--- config.mk ---
export PLATFORM = sky130hd
export DESIGN_NAME = irq_ctrl
export DESIGN_NICKNAME = d
export VERILOG_FILES = /design/src/core/irq_pkg.sv /design/src/core/irq_prio_pick.sv /design/src/core/irq_ctrl.sv
export VERILOG_INCLUDE_DIRS = /design/src /design/src/core
export SDC_FILE = /design/constraint.sdc
export NUM_CORES = 1
export LEC_CHECK = 0
export ABC_CLOCK_PERIOD_IN_PS = 30300
export BUFFER_PORTS_ARGS = -buffer_cell sky130_fd_sc_hd__buf_2
export CAP_MARGIN = 15
export CORE_MARGIN = 2
export CORE_UTILIZATION = 30
export CTS_BUF_LIST = sky130_fd_sc_hd__clkbuf_4 sky130_fd_sc_hd__clkbuf_8
export CTS_CLUSTER_SIZE = 20
export DETAILED_ROUTE_END_ITERATION = 12
export PLACE_DENSITY = 0.57
export SLEW_MARGIN = 40
export SYNTH_ARGS = -nofsm -noshare
export SYNTH_HDL_FRONTEND = slang
export SYNTH_SLANG_ARGS = --single-unit
export TNS_END_PERCENT = 30
--- constraint.sdc ---
create_clock -name sys_clk -period 30.3 [get_ports sys_clk]
set_clock_uncertainty 0.2 [all_clocks]
set_input_delay 1.515 -clock sys_clk [delete_from_list [all_inputs] [get_ports sys_clk]]
set_output_delay 1.515 -clock sys_clk [all_outputs]
set_load 0.01 [all_outputs]
--- src/core/irq_consts.svh ---
// Register offsets, field positions and reset values of the interrupt request block
//
// Functional notes
// - Any source request but reserved group1 bit 6 sets its own group0 or group1 pending bit
// - Global enable forwards pending enabled request to core
// - Global enable clear: no core request, software polls
// - Group1 bit 7 holds two-wire serial pending
// - Group1 bit 6 reserved read-only, others RW
// - Group1 bit 5 holds port C pin 0
// - Group1 bit 4 shared by port B pins 3..0
// - Group1 bits 3..0 hold port A pin pairs
// - Group0 enable pairs encode off, low, nominal, high
// - Group1 enable pairs use the same encoding
// - Group0 high enables: PWM down to SPI order
// - Group0 low enables: same order as high
// - Group0 pending bits: PWM down to SPI order
// - Group1 enables share group1 pending bit layout
// - One master enable bit in control register
`ifndef IRQ_CONSTS_SVH
`define IRQ_CONSTS_SVH

// ----------------------------------------------------------------
// Register byte addresses
// ----------------------------------------------------------------
`define G0_PEND_ADDR 12'hfc0
`define G0_ENH_ADDR  12'hfc1
`define G0_ENL_ADDR  12'hfc2
`define G1_PEND_ADDR 12'hfc3
`define G1_ENH_ADDR  12'hfc4
`define G1_ENL_ADDR  12'hfc5
`define EVT_STAT_ADDR 12'hfc6
`define EVT_MASK_ADDR 12'hfc7
`define CTRL_ADDR    12'hfcf

// ----------------------------------------------------------------
// Fields and reset values
// ----------------------------------------------------------------
`define G1_RSVD_BIT   6
`define G1_WR_MASK    8'hbf
`define CTRL_GIE_BIT  7
`define EVT_TAKEN_BIT 0
`define EVT_OVRN_BIT  1
`define REG8_RESET    8'h00
`define EVT_RESET     2'h0

`endif

--- src/core/irq_pkg.sv ---
// Types shared by the interrupt request block
package irq_pkg;

	// Register bus request from software
	typedef struct packed {
		logic [11:0] addr;
		logic [7:0]  wdata;
		logic        wr;
		logic        rd;
	} bus_req_t;

	// Vectored request towards the core
	typedef struct packed {
		logic       valid;
		logic [3:0] vector;
		logic [1:0] level;
	} core_req_t;

	// Priority levels of an enable pair
	typedef enum logic [1:0] {
		PRIO_OFF,
		PRIO_LOW,
		PRIO_NOMINAL,
		PRIO_HIGH
	} prio_t;

	// High bit and low bit of an enable pair form the level
	function automatic prio_t prio_of(input logic hi, input logic lo);
		return prio_t'({hi, lo});
	endfunction : prio_of

endpackage : irq_pkg

--- src/core/irq_prio_pick.sv ---
// Priority picker choosing the pending enabled source of highest level
`timescale 1ns/10ps
`default_nettype none

module irq_prio_pick #(
	parameter int NSRC = 16,
	parameter int IDXW = 4
) (
	// Source state
	input  wire logic [NSRC-1:0] pending,
	input  wire logic [NSRC-1:0] en_high,
	input  wire logic [NSRC-1:0] en_low,
	// Winner
	output irq_pkg::core_req_t   pick
);

	// Strict compare keeps the lowest index on a tie
	always_comb begin
		logic [1:0] best;
		logic [1:0] lv;
		best = 2'h0;
		lv   = 2'h0;
		pick = '0;
		for (int i = 0; i < NSRC; i++) begin
			lv = irq_pkg::prio_of(en_high[i], en_low[i]);
			if (pending[i] && (lv > best)) begin
				best        = lv;
				pick.valid  = 1'b1;
				pick.vector = IDXW'(i);
				pick.level  = lv;
			end
		end
	end

endmodule : irq_prio_pick

`default_nettype wire

--- src/core/irq_ctrl.sv ---
// Interrupt request, priority enable and master enable block
//
// The implementer's own choice: the plain strobed port.
`timescale 1ns/10ps
`default_nettype none
`include "irq_consts.svh"

module irq_ctrl (
	// Clock and reset
	input  wire logic              sys_clk,
	input  wire logic              rst_b,
	// Register port
	input  wire irq_pkg::bus_req_t bus_in,
	output logic [7:0]             rd_data,
	// Group0: pwm, fault, converter, comparator, timer0, rx, tx, spi
	input  wire logic [7:0]        group0_src,
	// Group1: twowire, reserved, portc0, portb, porta pairs
	input  wire logic [7:0]        group1_src,
	// Core side
	input  wire logic              core_ack,
	output var irq_pkg::core_req_t core_req,
	// Event interrupt
	output logic                   irq
);

	// ----------------------------------------------------------------
	// Registers
	// ----------------------------------------------------------------
	logic [7:0] group0_pending_requests;
	logic [7:0] group0_enable_high;
	logic [7:0] group0_enable_low;
	logic [7:0] group1_pending_requests;
	logic [7:0] group1_enable_high;
	logic [7:0] group1_enable_low;
	logic       global_irq_enable;
	logic [1:0] evt_status;
	logic [1:0] evt_mask;

	logic [7:0]         next_g0_pend;
	logic [7:0]         next_g1_pend;
	logic [1:0]         next_evt_status;
	logic [15:0]        ack_clr;
	logic [15:0]        pending_all;
	logic [15:0]        en_high_all;
	logic [15:0]        en_low_all;
	logic [1:0]         events;
	irq_pkg::core_req_t pick;

	// Write hit on one register address
	function automatic logic wr_hit(input irq_pkg::bus_req_t b, input logic [11:0] a);
		return b.wr && (b.addr == a);
	endfunction : wr_hit

	// ----------------------------------------------------------------
	// Source map
	// ----------------------------------------------------------------
	// Bit 7 twowire, 5 portc pin0, 4 portb pins 3..0, 3..0 porta pairs
	// Group0 bit 7 pwm down to bit 0 spi; enables share the layout
	assign pending_all = {group1_pending_requests, group0_pending_requests};
	assign en_high_all = {group1_enable_high, group0_enable_high};
	assign en_low_all  = {group1_enable_low, group0_enable_low};

	// Ack clears exactly the vector it names
	assign ack_clr = core_ack ? 16'(16'h0001 << core_req.vector) : 16'h0000;

	// ----------------------------------------------------------------
	// Pending requests
	// ----------------------------------------------------------------
	// A source edge in the clearing cycle still lands: set wins
	always_comb begin
		next_g0_pend = wr_hit(bus_in, `G0_PEND_ADDR) ? bus_in.wdata : group0_pending_requests;
		next_g0_pend = (next_g0_pend & ~ack_clr[7:0]) | group0_src;
		next_g1_pend = wr_hit(bus_in, `G1_PEND_ADDR) ? bus_in.wdata : group1_pending_requests;
		next_g1_pend = (next_g1_pend & ~ack_clr[15:8]) | group1_src;
		next_g1_pend = next_g1_pend & `G1_WR_MASK;
	end

	// Pending registers
	always_ff @(posedge sys_clk) begin
		if (!rst_b) begin
			group0_pending_requests <= `REG8_RESET;
			group1_pending_requests <= `REG8_RESET;
		end else begin
			group0_pending_requests <= next_g0_pend;
			group1_pending_requests <= next_g1_pend;
		end
	end

	// ----------------------------------------------------------------
	// Priority enables
	// ----------------------------------------------------------------
	// Group1 reserved bit stays zero in both enables
	always_ff @(posedge sys_clk) begin
		if (!rst_b) begin
			group0_enable_high <= `REG8_RESET;
			group0_enable_low  <= `REG8_RESET;
			group1_enable_high <= `REG8_RESET;
			group1_enable_low  <= `REG8_RESET;
		end else begin
			if (wr_hit(bus_in, `G0_ENH_ADDR)) begin
				group0_enable_high <= bus_in.wdata;
			end
			if (wr_hit(bus_in, `G0_ENL_ADDR)) begin
				group0_enable_low <= bus_in.wdata;
			end
			if (wr_hit(bus_in, `G1_ENH_ADDR)) begin
				group1_enable_high <= bus_in.wdata & `G1_WR_MASK;
			end
			if (wr_hit(bus_in, `G1_ENL_ADDR)) begin
				group1_enable_low <= bus_in.wdata & `G1_WR_MASK;
			end
		end
	end

	// ----------------------------------------------------------------
	// Master enable
	// ----------------------------------------------------------------
	// Taking a vector drops the enable so the handler is not re-entered
	always_ff @(posedge sys_clk) begin
		if (!rst_b) begin
			global_irq_enable <= 1'b0;
		end else if (wr_hit(bus_in, `CTRL_ADDR)) begin
			global_irq_enable <= bus_in.wdata[`CTRL_GIE_BIT];
		end else if (core_ack) begin
			global_irq_enable <= 1'b0;
		end
	end

	// ----------------------------------------------------------------
	// Vector towards the core
	// ----------------------------------------------------------------
	irq_prio_pick #(
		.NSRC (16),
		.IDXW (4)
	) u_pick (
		.pending (pending_all),
		.en_high (en_high_all),
		.en_low  (en_low_all),
		.pick    (pick)
	);

	// Registered request; polled mode keeps it quiet
	always_ff @(posedge sys_clk) begin
		if (!rst_b) begin
			core_req <= '0;
		end else if (global_irq_enable && !core_ack) begin
			core_req <= pick;
		end else begin
			core_req <= '0;
		end
	end

	// ----------------------------------------------------------------
	// Event status, mask and interrupt line
	// ----------------------------------------------------------------
	// Taken vector, and a request landing on a bit already pending
	assign events[`EVT_TAKEN_BIT] = core_ack;
	assign events[`EVT_OVRN_BIT]  = |({group1_src, group0_src} & pending_all);

	// Write one clears; a new event in the same cycle wins
	always_comb begin
		next_evt_status = evt_status;
		if (wr_hit(bus_in, `EVT_STAT_ADDR)) begin
			next_evt_status = evt_status & ~bus_in.wdata[1:0];
		end
		next_evt_status = next_evt_status | events;
	end

	// Status and mask registers
	always_ff @(posedge sys_clk) begin
		if (!rst_b) begin
			evt_status <= `EVT_RESET;
			evt_mask   <= `EVT_RESET;
		end else begin
			evt_status <= next_evt_status;
			if (wr_hit(bus_in, `EVT_MASK_ADDR)) begin
				evt_mask <= bus_in.wdata[1:0];
			end
		end
	end

	// Level line, one cycle behind the status
	always_ff @(posedge sys_clk) begin
		if (!rst_b) begin
			irq <= 1'b0;
		end else begin
			irq <= |(evt_status & evt_mask);
		end
	end

	// ----------------------------------------------------------------
	// Read port
	// ----------------------------------------------------------------
	// Data stands one cycle after the strobe; unmapped reads zero
	always_ff @(posedge sys_clk) begin
		if (!rst_b) begin
			rd_data <= `REG8_RESET;
		end else if (bus_in.rd) begin
			case (bus_in.addr)
				`G0_PEND_ADDR:  rd_data <= group0_pending_requests;
				`G0_ENH_ADDR:   rd_data <= group0_enable_high;
				`G0_ENL_ADDR:   rd_data <= group0_enable_low;
				`G1_PEND_ADDR:  rd_data <= group1_pending_requests;
				`G1_ENH_ADDR:   rd_data <= group1_enable_high;
				`G1_ENL_ADDR:   rd_data <= group1_enable_low;
				`EVT_STAT_ADDR: rd_data <= {6'h00, evt_status};
				`EVT_MASK_ADDR: rd_data <= {6'h00, evt_mask};
				`CTRL_ADDR:     rd_data <= {global_irq_enable, 7'h00};
				default:        rd_data <= `REG8_RESET;
			endcase
		end else begin
			rd_data <= `REG8_RESET;
		end
	end
endmodule : irq_ctrl

`default_nettype wire

==> results.cfg <==
[status]
status = finished, final reports clean

[die]
die_area_sq_um = 14840
die_h_um = 121.8
ios = 57
initial_core_util_pct = 30.35
die_x_um = 121.8
rows = 43
core_sq_um = 13720

[synth]
ys_types = 66
yosys_most_used_dff = dfxtp_1
synth_mux_area_share_pct = 9.826
synth_edf_count = 0
syn_inst = 502
synthTopCellsByArea = dfxtp_1, mux2i_1, nand2_1, ha_1, a21boi_0
yosysWarnings = 0
avgSynthCellArea_sq_um = 8.295
synth-simple-area-share_pct = 21.54
synth_seq_cells = 66
synth_area_leader_cell = dfxtp_1
synth-async-reset-ratio_pct = 0
synthAdderAreaFrac_pct = 5.769
synthXorXnorAreaFrac_pct = 0
synth_top_family_by_area = compound AO/OA/AOI/OAI gates
yosysTopAreaCellShare_pct = 31.73
synthesis.nets = 559
synth_compound_area_share_pct = 27.28
synth_area_sq_um = 4164
seq_area_frac_synth_pct = 31.73

[grt]
track_usage_pct = 19.60
grt_pass1_wl_mm = 21.76
grt_pass1_vias = 3917
grt_max_degree = 54
antenna_found_initial = 0
grt_overflow = 0

[timing]
maxSlewViolCount = 0
timing.fmax_mhz = 56.47
finalCritPeriodShare_pct = 58.45
hold_viol = 0
layout_min_cycle_time_ns = 17.71
worst_pin_slew_ns = 0.7017
rsz0062_at_grt = no
timing.final.ws_setup_ns = 12.59
relSlewSlack_pct = 53.05
finalSetupViolations = 0
tns_ns = 0

[place]
place.detailed.hpwl_mm = 10.63
post-place-ws_ns = 12.86
dpl.cell_count = 721
numPortBuffers = 55
gp_congestion = 0.9254

[final_layout]
layout_commonest_cell = dfxtp_1
final_cells = 738
diodes = 0
drive_gt1_share_pct = 18.82
fin_nets = 610
area_delta_synth_final_pct = 16.02
layout_common_cells = dfxtp_1, nand2_1, buf_2

[clock_tree]
post_cts_resized = 0
hold_buffers = 0
cts_setup_buffers = 0
cts.sinks = 66
path_clk_slew_ns = 0.09
clk_path_buf_depth = 2
cts_buffers = 9
clk-insertion-delay-late_ns = 0.36
root_buffer = clkbuf_8
cts_max_level = 3
cts_tree = built

[hold_path]
hp-class = reg -> reg
hold_start = evt_mask[1]$_SDFFE_PN0P_

[setup_path]
cpMaxStageDelayCell = o211ai_1
critical-path-max-stage-delay_ns = 0.53
cp-start-kind = flop
cp.required_ns = 30.33
crit_family = compound AO/OA/AOI/OAI gates
critPathBufInv = 2
cp_common_cell = nor2_1
endpoint_kind = flop
reg2reg_from = group0_pending_requests[0]$_SDFF_PN0_
worst_ep_arrival_time_ns = 17.74
startpoint = group0_pending_requests[0]$_SDFF_PN0_
critPathKind = reg -> reg
cp_max_fo = 11

[power_and_ir_drop]
leakage_uw = 0.001982
peakVddDrop_mv = 0.01888
p_per_area_nw_per_um2 = 37.90
power_uw = 183.1

[drt]
wire_per_inst_um = 19.03
met1_length_mm = 6.080
drt-initial-drc-count = 273
post_drt_via_cell_ratio = 5.623
drc = 0
drt_wl_total_mm = 14.04
dr.pass1.iters = 6
wl_met3_um = 911
antenna_left = 0
top_layer = met4
vias = 4150
dr_wl_met2_mm = 6.543

[flow_run]
maxCapViolCount = 0
## cell usage after synthesis, types with 3 or more instances
| cell | number |
|---|---|
| a211oi_1 | 5 |
| a21boi_0 | 24 |
| a21oi_1 | 19 |
| a221oi_1 | 3 |
| a222oi_1 | 8 |
| a22o_1 | 3 |
| a22oi_1 | 17 |
| a31oi_1 | 11 |
| and2_1 | 5 |
| and3_1 | 4 |
| clkbuf_1 | 17 |
| dfxtp_1 | 66 |
| ha_1 | 16 |
| inv_1 | 19 |
| maj3_1 | 4 |
| mux2_2 | 7 |
| mux2i_1 | 30 |
| nand2_1 | 65 |
| nand3_1 | 27 |
| nand4_1 | 3 |
| nor2_1 | 34 |
| nor2b_1 | 21 |
| nor3_1 | 9 |
| o211ai_1 | 7 |
| o21a_1 | 16 |
| o21ai_0 | 13 |
| or2_2 | 3 |
## area by class of cell
| type | instances | area (sq um) |
|---|---|---|
| fill | 1456 | 8889 |
| clock buffer | 10 | 137.6 |
| inverter | 20 | 75.07 |
| timing repair buffer | 60 | 312.8 |
| clock inverter | 6 | 65.06 |
| multi-input combinational | 396 | 2694 |
| sequential | 66 | 1321 |
| tap | 180 | 225.2 |
## registers in the layout, indices dropped and copies added, names as in the netlist
register and count:
evt_mask 2, group0_pending_requests 8, group1_pending_requests 7, global_irq_enable 1, evt_status 2, irq 1, rd_data 8, group0_enable_low 8
core_req 7, group1_enable_low 7, group1_enable_high 7, group0_enable_high 8
## path summary, 6_finish.rpt
| check | to | slack [ns] | cells after the start |
|---|---|---|---|
| max | core_req[6]$_SDFF_PN0_ | 12.59 | 84 |
| min | evt_mask[1]$_SDFFE_PN0P_ | 0.29 | 2 |
| max reg2reg | core_req[6]$_SDFF_PN0_ | 12.59 | 84 |
| min reg2reg | evt_mask[1]$_SDFFE_PN0P_ | 0.29 | 2 |
## layer usage
layer  global-route usage, %  up-vias
met5                       0        -
met1                   25.15     1996
met2                   31.56      156
li1                        -     1967
met4                   9.986        0
met3                   3.418       31
## metrics by stage
step,utilization (%),hold slack [ns],area (sq um)
after global placement,33.63,0.2699,4614
after CTS,35.11,0.2962,4817
after detailed placement,33.63,0.2850,4614
after global routing,35.21,0.3046,4831
after floorplan,-,0.2515,4164
final,35.21,0.2923,4831
## report_power, final
| part | leakage [uW] | switching [uW] | internal [uW] | total (uW) |
|---|---|---|---|---|
| clock network | 0.000103 | 38.0 | 40.4 | 78.3 |
| registers | 0.000537 | 3.52 | 88.3 | 91.8 |
| logic | 0.00134 | 7.47 | 5.47 | 12.9 |
## worst reg2reg max path, delay by kind of cell, from the launching register on
family | cells | cell delay (ns)
adders and majority gates | 18 | 5.27
buffers and inverters | 2 | 0.15
AOI/OAI and AO/OA | 23 | 5.31
muxes | 4 | 1.17
DFF | 1 | 0.48
and+or+nand+nor | 37 | 5.01
## cells by family after synthesis
family                   count (synthesis)
AO/OA/AOI/OAI                          151
AND/OR/NAND/NOR                        186
buffers and inverters                   40
adder cells (fa/ha/maj)                 20
flip-flops                              66
multiplexers                            39
(Power assumes the default switching activity.)
